--- src/logic/sleep_pkg.sv ---
// Constants and types shared by the sleep, wake and program-entry controller
package sleep_pkg;

	// ==========================================================
	// Register map: word index, byte address is four times the index
	localparam logic [13:0] IDX_STATUS   = 14'h0003;
	localparam logic [13:0] IDX_OPTION   = 14'h0081;
	localparam logic [13:0] IDX_CONFIG   = 14'h2007;
	localparam logic [7:0]  OPTION_RESET = 8'hFF;
	localparam logic [7:0]  CONFIG_RESET = 8'hFF;

	// ==========================================================
	// Field positions
	localparam int CFG_OSC_LO  = 0;
	localparam int CFG_OSC_HI  = 1;
	localparam int CFG_WDT_EN  = 2;
	localparam int CFG_CP_LO   = 4;
	localparam int CFG_CP_HI   = 5;
	localparam int OPT_PS_HI   = 3;
	localparam int ST_OSC      = 0;
	localparam int ST_CLK      = 1;
	localparam int ST_IRQ_WAKE = 2;
	localparam int ST_PWRDN    = 3;
	localparam int ST_TO       = 4;
	localparam logic [1:0] OSC_MODE_RC = 2'h3;
	localparam logic [1:0] CP_NONE     = 2'h3;

	// ==========================================================
	// Program space and serial programming
	localparam int          CMD_BITS     = 6;
	localparam int          DATA_BITS    = 14;
	localparam int          ID_BITS      = 4;
	localparam logic [13:0] ADDR_RESET   = 14'h0000;
	localparam logic [13:0] IRQ_VECTOR   = 14'h0004;
	localparam logic [13:0] ADDR_ID_BASE = 14'h2000;
	localparam logic [13:0] ADDR_CONFIG  = 14'h2007;
	localparam logic [5:0]  CMD_LOAD_CFG = 6'h00;
	localparam logic [5:0]  CMD_LOAD     = 6'h02;
	localparam logic [5:0]  CMD_READ     = 6'h04;
	localparam logic [5:0]  CMD_INC_ADDR = 6'h06;

	// ==========================================================
	// Timing: oscillator start-up delay
	localparam int OST_OSC_PERIODS = 1024;
	localparam int OSC_PERIOD_NS   = 10;
	localparam int CLK_PERIOD_NS   = 10;
	localparam int OST_CYCLES      = (OST_OSC_PERIODS * OSC_PERIOD_NS + CLK_PERIOD_NS - 1)
		/ CLK_PERIOD_NS;

	// ==========================================================
	// Controller states
	typedef enum logic [2:0] {
		ST_RUN    = 3'h0,
		ST_SLEEP  = 3'h1,
		ST_OST    = 3'h2,
		ST_RESUME = 3'h3,
		ST_PCMD   = 3'h4,
		ST_PLOAD  = 3'h5,
		ST_PREAD  = 3'h6
	} state_t;

endpackage

--- src/logic/sleep_wake_ctrl.sv ---
// Sleep entry, wake-up, status flags, I/O hold and serial program-mode entry
// Behaviour
// - Sleep instruction enters power-down mode
// - Sleep clears watchdog, power flag, sets timeout, oscillator off
// - I/O pins keep pre-sleep drive state
// - Watchdog reset never drives master clear pin
// - Wake on master clear, watchdog, or enabled interrupt
// - Watchdog or interrupt wake continues execution
// - Watchdog wake clears timeout flag
// - Power flag set at power-up, cleared by sleep
// - Prefetch next instruction, hold it for wake
// - Wake needs individual enable, ignores global enable
// - Global enable clear resumes after sleep instruction
// - Global enable set executes next, then vectors
// - Pending enabled interrupt at sleep wakes immediately
// - Every wake clears the watchdog counter
// - Unprotected program memory readable for verification
// - Four ID words reachable only in program mode
// - Only low four bits of ID stored
// - Program mode uses clock and data serial pins
// - Program mode entry zeroes the address counter
// - Command first, then data in or out
// - Watchdog resets when running, wakes when asleep
`timescale 1ns/1ps

module sleep_wake_ctrl #(
	parameter int IO_WIDTH = 13
) (
	input  wire logic                sys_clk,
	input  wire logic                sys_rst,
	input  wire logic                wb_cyc_i,
	input  wire logic                wb_stb_i,
	input  wire logic                wb_we_i,
	input  wire logic [15:0]         wb_adr_i,
	input  wire logic [3:0]          wb_sel_i,
	input  wire logic [31:0]         wb_dat_i,
	output logic      [31:0]         wb_dat_o,
	output logic                     wb_ack_o,
	input  wire logic                sleep_exec,
	input  wire logic [13:0]         next_instr,
	input  wire logic [2:0]          irq_flags,
	input  wire logic [2:0]          irq_enables,
	input  wire logic                global_irq_enable,
	input  wire logic                wdt_timeout,
	input  wire logic                master_clear_pin_n,
	input  wire logic                programming_high_level,
	input  wire logic                prog_clock_pin,
	input  wire logic                prog_data_in,
	output logic                     prog_data_out,
	output logic                     prog_data_oe,
	input  wire logic [IO_WIDTH-1:0] io_out_core,
	input  wire logic [IO_WIDTH-1:0] io_oe_core,
	output logic      [IO_WIDTH-1:0] io_out,
	output logic      [IO_WIDTH-1:0] io_oe,
	output logic                     core_clk_en,
	output logic                     core_reset,
	output logic                     osc_drive_en,
	output logic                     wdt_clear,
	output logic      [3:0]          wdt_prescale,
	output logic                     power_down_flag,
	output logic                     timeout_flag,
	output logic      [13:0]         held_instr,
	output logic                     resume,
	output logic                     vector_irq,
	output logic      [13:0]         vector_addr,
	output logic                     prog_mode,
	output logic      [13:0]         pm_addr,
	output logic      [13:0]         pm_wdata,
	output logic                     pm_we,
	input  wire logic [13:0]         pm_rdata
);

	// ==========================================================
	// State record
	typedef struct packed {
		sleep_pkg::state_t   state;
		logic                clr_s1;
		logic                clr_s2;
		logic                hv_s1;
		logic                hv_s2;
		logic                hv_d;
		logic                pclk_s1;
		logic                pclk_s2;
		logic                pclk_d;
		logic                pdat_s1;
		logic                pdat_s2;
		logic                wdt_s1;
		logic                wdt_s2;
		logic                wdt_d;
		logic                pwrdn_flag;
		logic                to_flag;
		logic                osc_on;
		logic                clk_en;
		logic                core_rst;
		logic                wdt_clr;
		logic                resume;
		logic                vec;
		logic [13:0]         vec_addr;
		logic                irq_wake;
		logic [13:0]         held;
		logic [IO_WIDTH-1:0] io_val;
		logic [IO_WIDTH-1:0] io_dir;
		logic [7:0]          option;
		logic [7:0]          config_fuses;
		logic [3:0][3:0]     id;
		logic [10:0]         ost_cnt;
		logic [13:0]         shift;
		logic [4:0]          bitcnt;
		logic [13:0]         pc;
		logic                pm_we;
		logic [13:0]         pm_wd;
		logic                dout;
		logic                doe;
		logic                ack;
		logic [7:0]          rdat;
		logic                prog;
	} regs_t;

	localparam logic [10:0] OST_LAST = 11'(sleep_pkg::OST_CYCLES - 1);
	localparam logic [4:0]  CMD_LAST = 5'(sleep_pkg::CMD_BITS - 1);
	localparam logic [4:0]  DAT_LAST = 5'(sleep_pkg::DATA_BITS - 1);

	regs_t r;
	regs_t n;

	// ==========================================================
	// Decoders
	// ID words sit in a four-word window of the program space
	function automatic logic is_id_addr(input logic [13:0] a);
		is_id_addr = (a[13:2] == sleep_pkg::ADDR_ID_BASE[13:2]);
	endfunction

	logic        wdt_en;
	logic        rc_mode;
	logic        irq_pend;
	logic        wdt_evt;
	logic        pclk_rise;
	logic        prog_entry;
	logic [13:0] bus_idx;
	logic [13:0] read_word;
	logic [5:0]  cmd;
	logic [13:0] load_word;
	logic [7:0]  status_word;
	sleep_pkg::state_t wake_state;

	// Decoded fuses, events and serial words
	always_comb begin
		wdt_en = r.config_fuses[sleep_pkg::CFG_WDT_EN];
		rc_mode = (r.config_fuses[sleep_pkg::CFG_OSC_HI:sleep_pkg::CFG_OSC_LO]
			== sleep_pkg::OSC_MODE_RC);
		irq_pend = |(irq_flags & irq_enables);
		wdt_evt = r.wdt_s2 & ~r.wdt_d & wdt_en;
		pclk_rise = r.pclk_s2 & ~r.pclk_d;
		prog_entry = r.hv_s2 & ~r.hv_d & ~r.pclk_s2 & ~r.pdat_s2 & r.clr_s2;
		wake_state = rc_mode ? sleep_pkg::ST_RESUME : sleep_pkg::ST_OST;
		bus_idx = wb_adr_i[15:2];
		cmd = {r.pdat_s2, r.shift[13:9]};
		load_word = {r.pdat_s2, r.shift[13:1]};
		read_word = 14'h0000;
		if (is_id_addr(r.pc)) begin
			read_word = {10'h000, r.id[r.pc[1:0]]};
		end else if (r.pc == sleep_pkg::ADDR_CONFIG) begin
			read_word = {6'h00, r.config_fuses};
		end else if (r.config_fuses[sleep_pkg::CFG_CP_HI:sleep_pkg::CFG_CP_LO]
			== sleep_pkg::CP_NONE) begin
			read_word = pm_rdata;
		end
		status_word = 8'h00;
		status_word[sleep_pkg::ST_OSC] = r.osc_on;
		status_word[sleep_pkg::ST_CLK] = r.clk_en;
		status_word[sleep_pkg::ST_IRQ_WAKE] = r.irq_wake;
		status_word[sleep_pkg::ST_PWRDN] = r.pwrdn_flag;
		status_word[sleep_pkg::ST_TO] = r.to_flag;
		status_word[7:5] = r.state;
	end

	// Next state; pins pass two flops before any logic reads them
	always_comb begin
		n = r;
		n.clr_s1 = master_clear_pin_n;
		n.clr_s2 = r.clr_s1;
		n.hv_s1 = programming_high_level;
		n.hv_s2 = r.hv_s1;
		n.hv_d = r.hv_s2;
		n.pclk_s1 = prog_clock_pin;
		n.pclk_s2 = r.pclk_s1;
		n.pclk_d = r.pclk_s2;
		n.pdat_s1 = prog_data_in;
		n.pdat_s2 = r.pdat_s1;
		n.wdt_s1 = wdt_timeout;
		n.wdt_s2 = r.wdt_s1;
		n.wdt_d = r.wdt_s2;
		n.core_rst = 1'b0;
		n.wdt_clr = 1'b0;
		n.resume = 1'b0;
		n.vec = 1'b0;
		n.pm_we = 1'b0;

		// Bus slave: answer one cycle after the request, unmapped reads zero
		n.ack = wb_cyc_i & wb_stb_i & ~r.ack;
		if (wb_cyc_i && wb_stb_i && !r.ack) begin
			n.rdat = 8'h00;
			case (bus_idx)
				sleep_pkg::IDX_OPTION: begin
					n.rdat = r.option;
					if (wb_we_i && wb_sel_i[0]) begin
						n.option = wb_dat_i[7:0];
					end
				end
				sleep_pkg::IDX_CONFIG: n.rdat = r.config_fuses;
				sleep_pkg::IDX_STATUS: n.rdat = status_word;
				default: n.rdat = 8'h00;
			endcase
		end

		// Pins follow the core while it runs and freeze once its clock stops
		if (r.clk_en) begin
			n.io_val = io_out_core;
			n.io_dir = io_oe_core;
		end

		case (r.state)
			sleep_pkg::ST_RUN: begin
				n.clk_en = 1'b1;
				n.osc_on = 1'b1;
				if (wdt_evt) begin
					// Internal reset only; the master clear pin is an input
					n.core_rst = 1'b1;
					n.to_flag = 1'b0;
					n.pwrdn_flag = 1'b1;
					n.wdt_clr = 1'b1;
				end else if (sleep_exec) begin
					n.wdt_clr = 1'b1;
					n.pwrdn_flag = 1'b0;
					n.to_flag = 1'b1;
					n.held = next_instr;
					n.clk_en = 1'b0;
					n.osc_on = 1'b0;
					n.irq_wake = irq_pend;
					if (irq_pend) begin
						// Sleep completes but wakes at once
						n.state = wake_state;
						n.osc_on = 1'b1;
						n.ost_cnt = 11'h000;
					end else begin
						n.state = sleep_pkg::ST_SLEEP;
					end
				end
			end
			sleep_pkg::ST_SLEEP: begin
				n.clk_en = 1'b0;
				n.osc_on = 1'b0;
				if (irq_pend || wdt_evt) begin
					n.wdt_clr = 1'b1;
					n.irq_wake = irq_pend;
					n.osc_on = 1'b1;
					n.ost_cnt = 11'h000;
					n.state = wake_state;
					if (!irq_pend) begin
						n.to_flag = 1'b0;
					end
				end
			end
			sleep_pkg::ST_OST: begin
				// Crystal modes need the oscillator settled before the core runs
				n.ost_cnt = r.ost_cnt + 11'h001;
				if (r.ost_cnt == OST_LAST) begin
					n.state = sleep_pkg::ST_RESUME;
				end
			end
			sleep_pkg::ST_RESUME: begin
				n.clk_en = 1'b1;
				n.resume = 1'b1;
				n.vec = r.irq_wake & global_irq_enable;
				n.vec_addr = n.vec ? sleep_pkg::IRQ_VECTOR : 14'h0000;
				n.state = sleep_pkg::ST_RUN;
			end
			sleep_pkg::ST_PCMD: begin
				n.core_rst = 1'b1;
				if (pclk_rise) begin
					n.shift = {r.pdat_s2, r.shift[13:1]};
					n.bitcnt = r.bitcnt + 5'h01;
					if (r.bitcnt == CMD_LAST) begin
						n.bitcnt = 5'h00;
						case (cmd)
							sleep_pkg::CMD_LOAD: n.state = sleep_pkg::ST_PLOAD;
							sleep_pkg::CMD_READ: begin
								n.state = sleep_pkg::ST_PREAD;
								n.shift = read_word;
								n.dout = read_word[0];
								n.doe = 1'b1;
							end
							sleep_pkg::CMD_INC_ADDR: n.pc = r.pc + 14'h0001;
							sleep_pkg::CMD_LOAD_CFG: n.pc = sleep_pkg::ADDR_ID_BASE;
							default: n.pc = r.pc;
						endcase
					end
				end
			end
			sleep_pkg::ST_PLOAD: begin
				n.core_rst = 1'b1;
				if (pclk_rise) begin
					n.shift = load_word;
					n.bitcnt = r.bitcnt + 5'h01;
					if (r.bitcnt == DAT_LAST) begin
						n.bitcnt = 5'h00;
						n.state = sleep_pkg::ST_PCMD;
						if (is_id_addr(r.pc)) begin
							n.id[r.pc[1:0]] = load_word[sleep_pkg::ID_BITS-1:0];
						end else if (r.pc == sleep_pkg::ADDR_CONFIG) begin
							n.config_fuses = load_word[7:0];
						end else begin
							n.pm_wd = load_word;
							n.pm_we = 1'b1;
						end
					end
				end
			end
			sleep_pkg::ST_PREAD: begin
				n.core_rst = 1'b1;
				if (pclk_rise) begin
					// New bit after each rising clock; programmer samples just before the next rise
					n.shift = {1'b0, r.shift[13:1]};
					n.dout = r.shift[1];
					n.bitcnt = r.bitcnt + 5'h01;
					if (r.bitcnt == DAT_LAST) begin
						n.bitcnt = 5'h00;
						n.doe = 1'b0;
						n.dout = 1'b0;
						n.state = sleep_pkg::ST_PCMD;
					end
				end
			end
			default: n.state = sleep_pkg::ST_RUN;
		endcase

		// Leaving program mode when the high level drops is a full reset
		if (r.state >= sleep_pkg::ST_PCMD && !r.hv_s2) begin
			n.state = sleep_pkg::ST_RUN;
			n.core_rst = 1'b1;
			n.doe = 1'b0;
			n.dout = 1'b0;
		end

		// Program entry: address counter back to zero
		if (prog_entry) begin
			n.state = sleep_pkg::ST_PCMD;
			n.pc = sleep_pkg::ADDR_RESET;
			n.bitcnt = 5'h00;
			n.core_rst = 1'b1;
			n.clk_en = 1'b0;
			n.osc_on = 1'b1;
			n.doe = 1'b0;
		end

		// External master clear wins over everything: full reset, flags kept
		if (!r.clr_s2) begin
			n.state = sleep_pkg::ST_RUN;
			n.core_rst = 1'b1;
			n.clk_en = 1'b0;
			n.osc_on = 1'b1;
			n.doe = 1'b0;
			n.dout = 1'b0;
			n.wdt_clr = 1'b1;
		end

		// Mode flag kept in a flop so the port is not a state decode
		n.prog = (n.state >= sleep_pkg::ST_PCMD);
	end

	// Register the record; power-up sets both status flags
	always_ff @(posedge sys_clk) begin
		if (sys_rst) begin
			r <= '0;
			r.clr_s1 <= 1'b1;
			r.clr_s2 <= 1'b1;
			r.pwrdn_flag <= 1'b1;
			r.to_flag <= 1'b1;
			r.osc_on <= 1'b1;
			r.core_rst <= 1'b1;
			r.option <= sleep_pkg::OPTION_RESET;
			r.config_fuses <= sleep_pkg::CONFIG_RESET;
		end else begin
			r <= n;
		end
	end

	// ==========================================================
	// Outputs, each taken straight from a flop
	assign wb_dat_o        = {24'h000000, r.rdat};
	assign wb_ack_o        = r.ack;
	assign prog_data_out   = r.dout;
	assign prog_data_oe    = r.doe;
	assign io_out          = r.io_val;
	assign io_oe           = r.io_dir;
	assign core_clk_en     = r.clk_en;
	assign core_reset      = r.core_rst;
	assign osc_drive_en    = r.osc_on;
	assign wdt_clear       = r.wdt_clr;
	assign wdt_prescale    = r.option[sleep_pkg::OPT_PS_HI:0];
	assign power_down_flag = r.pwrdn_flag;
	assign timeout_flag    = r.to_flag;
	assign held_instr      = r.held;
	assign resume          = r.resume;
	assign vector_irq      = r.vec;
	assign vector_addr     = r.vec_addr;
	assign prog_mode       = r.prog;
	assign pm_addr         = r.pc;
	assign pm_wdata        = r.pm_wd;
	assign pm_we           = r.pm_we;
endmodule

--- config.mk ---
export PLATFORM = sky130hd
export DESIGN_NAME = sleep_wake_ctrl
export DESIGN_NICKNAME = d
export VERILOG_FILES = /design/src/logic/sleep_pkg.sv /design/src/logic/sleep_wake_ctrl.sv
export SDC_FILE = /design/constraint.sdc
export NUM_CORES = 1
export LEC_CHECK = 0
export ABC_CLOCK_PERIOD_IN_PS = 3250
export BUFFER_PORTS_ARGS = -buffer_cell sky130_fd_sc_hd__buf_2
export CORE_MARGIN = 4
export CORE_UTILIZATION = 52
export DETAILED_ROUTE_END_ITERATION = 12
export GPL_ROUTABILITY_DRIVEN = 0
export HOLD_SLACK_MARGIN = 0.06
export PLACE_DENSITY_LB_ADDON = 0.25
export SLEW_MARGIN = 25
export SYNTH_ARGS = -nofsm -noshare
export SYNTH_HDL_FRONTEND = slang
export SYNTH_SLANG_ARGS = --single-unit
export TNS_END_PERCENT = 5
--- constraint.sdc ---
create_clock -name sys_clk -period 3.25 [get_ports sys_clk]
set_clock_uncertainty 0.05 [all_clocks]
set_input_delay 0.975 -clock sys_clk [delete_from_list [all_inputs] [get_ports sys_clk]]
set_output_delay 0.975 -clock sys_clk [all_outputs]
set_load 0.02 [all_outputs]
# Word-level counts from Yosys, hierarchy flattened
# Index checks and enable logic that the tools add are counted.
# op_classes
addsub,3
order_cmp,4
eq_ne,31
muxes,65
bitwise,25
reduce_logical,39
# op_table
operator,n
$mux W33,2
$pmux W19 S3,1
$mux W14,4
$mux W15,3
$mux W11,4
$mux W19,2
$mux W3,12
$pmux W11 S3,1
$eq A14 B14 Y1 const B,2
$pmux W14 S2,1
$pmux W8 S3,1
$ne A2 B2 Y1 const B,10
$reduce_and A4 Y1,5
$reduce_and A5 Y1,4
$mux W2,9
$bwmux W16,1
$mux W16,1
$pmux W3 S5,1
$add A14 B1 Y14 const B,1
$eq A14 B2 Y1 const B,1
$eq A14 B8 Y1 const B,1
$not A1 Y1,14
$eq A12 B12 Y1 const B,1
$eq A6 B3 Y1 const B,2
40 further kinds,83
# totals
reg_bits,182
inputBits,124

# Longest topological paths before layout
# depth
depth_word,10
mapped_depth,9
depth_no_buf,7

# Least setup slack after synthesis
# No wires, ideal clock.
# synth_path
path_kind,in2reg
startpoint,input wb_adr_i[5]
endpoint,register r[101] (netlist name)
arrival_time_ps,2545
required_time_ps,3059
path_slack_ps,514
stages,5
path_buffers,1
path_cell_list,nor4b_1 -> nand4_1 -> nor3_1 -> buf_2 -> o211ai_1
# synth_between
elab_chain_len,2
# synth_lines
item,line,source
start: declaration,sleep_wake_ctrl.sv:34,"input wire logic [15:0] wb_adr_i,"
$eq A14 B8 Y1,sleep_wake_ctrl.sv:203,case (bus_idx)
$reduce_and A3 Y1 (no source line),n/a,
end signal: assignment,sleep_wake_ctrl.sv:384,r <= n;
end: declaration,sleep_wake_ctrl.sv:123,regs_t r;
# No other way between the ends.
# A chain may end at the register's enable or synchronous reset.

# Worst setup path in the final report
# layout_path
startpoint,"register r, in the netlist pm_addr[4]"
endpoint,"register r, in the netlist pm_wdata[7]"
# layout_between
elab_chain_len,3
word_cells_on_any_way,5
classes_between,eq/ne (2); bitwise (2); reduce/logical (1)
# layout_lines
item,line
$eq A14 B14 Y1 or $eq A12 B12 Y1 (tied branches),"sleep_wake_ctrl.sv:310, sleep_wake_ctrl.sv:130"
$not A1 Y1 (no source line),n/a
$reduce_and A5 Y1 (no source line) *,n/a
# Mark *: on every way between the ends. The rest lies on a longest branch, timed or not.

==> flow_metrics.py <==
metrics = {
    "synth": {
        "synth_edf_count": 0,
        "synth.most_common_cell": "dfxtp_1",
        "yosys-top-cells-area": "dfxtp_1 41%, buf_4 11%, mux2i_1 9.8%",
        "yosysUniqueCellTypes": 65,
        "ys_top_cells_by_count": "167 x dfxtp_1, 132 x nor2_1, 119 x buf_4, 79 x mux2i_1, 50 x nand2_1",
        "netlist_instances": 905,
        "async_reset_ff_share_pct": 0,
        "synth-seq-cells": 167,
        "ys_seq_area_share_pct": 41.4,
        "synth_top_area_cell": "dfxtp_1",
        "yosys_warnings": 0,
        "netlist.area_leader.share_pct": 41.4,
        "avgSynthCellArea_sq_um": 8.92,
        "ys.flop_type": "dfxtp_1",
        "synth_area_sq_um": 8080,
    },
    "cts": {
        "clkTransAtPathRegs_ns": 0.06,
        "cts_tree": "done",
        "cts_resized": 0,
        "ctsHoldBuffers": 0,
        "clock_latency_ns": 0.42,
        "cts_buffers": 17,
        "cts-root-buf": "clkbuf_16",
        "clockBufferDepth": 2,
        "cts_setup_buffers": 0,
        "cts.sinks": 167,
        "htree_levels": 4,
    },
    "global_route": {
        "grt_usage_pct": 20.7,
        "grt_max_degree": 76,
        "antenna_found_initial": 0,
        "grt_pass1_wl_mm": 29.9,
        "first_global_vias": 5898,
        "gr-total-overflow": 0,
    },
    "route": {
        "drt-total-wl_mm": 18.6,
        "wirelength_met1_mm": 8.47,
        "vias": 6348,
        "dr.max_layer_used": "met4",
        "post-route-drc-count": 0,
        "antenna_left": 0,
        "wl_met3_microns": 836,
        "viasPerCell": 5.28,
        "post_drt_wl_per_cell_microns": 15.5,
        "met2_length_mm": 9.01,
        "drt-pass1-iter-count": 7,
        "drt_iter0_drc": 490,
    },
    "final_layout": {
        "final_nets": 1132,
        "n_antenna_cell": 0,
        "postLayoutCoreUtil_pct": 59.6,
        "drive_gt1_share_pct": 25.6,
        "syn_to_final_growth_pct": 12.2,
        "fill_cells": 1403,
    },
    "placement": {
        "port_buffers": 188,
        "hpwl_mm": 13.5,
        "dpl_worst_slack_ns": 0.689,
    },
    "power_and_ir_drop": {
        "total_power_mw": 4.64,
        "leakage_nw": 4.24,
        "max-vdd-ir-drop_uv": 339,
        "p_per_area_nw_per_um2": 512,
    },
    "timing": {
        "period_share_pct": 78.4,
        "rsz0062_at_grt": "false",
        "whs_ns": 0.359,
        "hold_violations": 0,
        "clock.fmax_mhz": 393,
        "max_slew_margin_pct": 47.6,
        "fin_ws_ns": 0.703,
        "fin_crit_ns": 2.55,
        "tns_ns": 0,
        "drv_slew": 0,
        "max_slew.worst_pin.slew_ns": 0.786,
        "setup-violations-final": 0,
    },
    "setup_path": {
        "worstPathRequired_ns": 3.48,
        "arrival_ns": 2.78,
        "crit_slowest_cell": "or4_4",
        "path_class": "register to register",
        "cp-start-kind": "register",
        "cp_cell_sequence": "or4_4 > a2111oi_4 > nand2b_1 > buf_12 > mux2i_1 > nor2_1",
        "crit_path_max_fanout": 11,
        "cpPeakStageDelay_ns": 0.60,
        "end_kind": "register",
    },
    "job": {
        "cap_violations": 0,
    },
    "die": {
        "die_w_microns": 133,
        "floorplan.initialDensity_pct": 53.1,
        "dieArea_sq_um": 17600,
        "die_h_microns": 133,
        "ios": 255,
        "core.rowCount": 45,
        "core_area_sq_um": 15200,
    },
    "outcome": {
        "status": "complete, no violations",
    },
    "hold_path": {
        "hp-class": "register to register",
    },
}
==> flip-flops by register name, indices dropped and copies added, names as in the netlist, 6 cells and up <==
register and cells:
r 52, held_instr 14, pm_addr 14, pm_wdata 14, io_oe 13, io_out 13
load_word 8, n 8, wb_dat_o 8, cmd 6
==> cell type report <==
cell class	count	area [sq um]	share of cell area, %
clock buffers	17	425	4.69
clock inverters	15	168	1.85
inverters	23	86.3	0.952
multi-input cells	583	3690	40.7
flip-flops and latches	167	3340	36.9
well taps	188	235	2.59
repair buffers	209	1110	12.3
==> cell usage in the layout (no fill, tap or decap), drive strengths merged, types with 5 or more instances in the layout <==
cell and count:
dfxtp 167, nand3 25, xnor2 13, o211ai 8, nor2 132, a21oi 23, nor2b 14, clkinv 6
or3 5, nand4 11, nand3b 6, nand2b 6, or4 7, clkbuf 17, inv 30, o22ai 12
xor2 12, buf 209, a22oi 18, nor3 15, nor4 14, conb 37, mux2i 79, and3 6
ha 7, nand2 50, o21ai 15, a211oi 7, a31oi 8
==> kinds of logic (layout without fill, tap and decap cells) <==
family / count (synthesis) / in the layout / synth area share, %
buffers and inverters: 191 / 264 / 14.6
DFF: 167 / 167 / 41.4
xor gates and xnor gates: 25 / 25 / 2.71
AOI/OAI and AO/OA: 120 / 120 / 10.3
other: 1 / 37 / 0.0464
muxes: 84 / 84 / 11.0
adders and majority gates: 7 / 7 / 1.08
and+or+nand+nor: 310 / 310 / 18.8
==> power by group <==
group          total [mW]  internal [mW]  switching [mW]
Sequential           2.14           2.11          0.0337
Combinational       0.477          0.176           0.301
Clock                2.02           1.15           0.868
==> critical path, delay by kind of cell, from the launching register on <==
kind                   cells  cell delay, ns
and+or+nand+nor            3            1.09
AOI/OAI and AO/OA          1            0.50
DFF                        1            0.35
buffers and inverters      1            0.21
muxes                      1            0.18
==> worst paths after layout <==
kind	startpoint	end	slack, ns	cells past startpoint
worst max register to register	pm_addr[4]$_SDFFE_PP0P_	pm_wdata[7]$_SDFFE_PP0P_	0.70	6
worst min-delay path	n[177]$_SDFF_PP1_	r[177]$_SDFF_PP1_	0.36	1
worst min register to register	n[177]$_SDFF_PP1_	r[177]$_SDFF_PP1_	0.36	1
worst max-delay path	pm_addr[4]$_SDFFE_PP0P_	pm_wdata[7]$_SDFFE_PP0P_	0.70	6
==> metrics by stage <==
stage,std cells,area (sq um)
after global placement,1170,8470
after CTS,1202,9060
after global routing,1202,9060
after detailed placement,1170,8470
final,1202,9060
after floorplan,941,8210
==> layer usage <==
metal / track usage (%) / vias to the layer above
met4: 6.24 / 0
met5: 0 / -
met3: 3.76 / 24
met1: 27.7 / 2975
li1: - / 3185
met2: 34.1 / 164
Note: power is estimated with default switching activity, not from simulation.
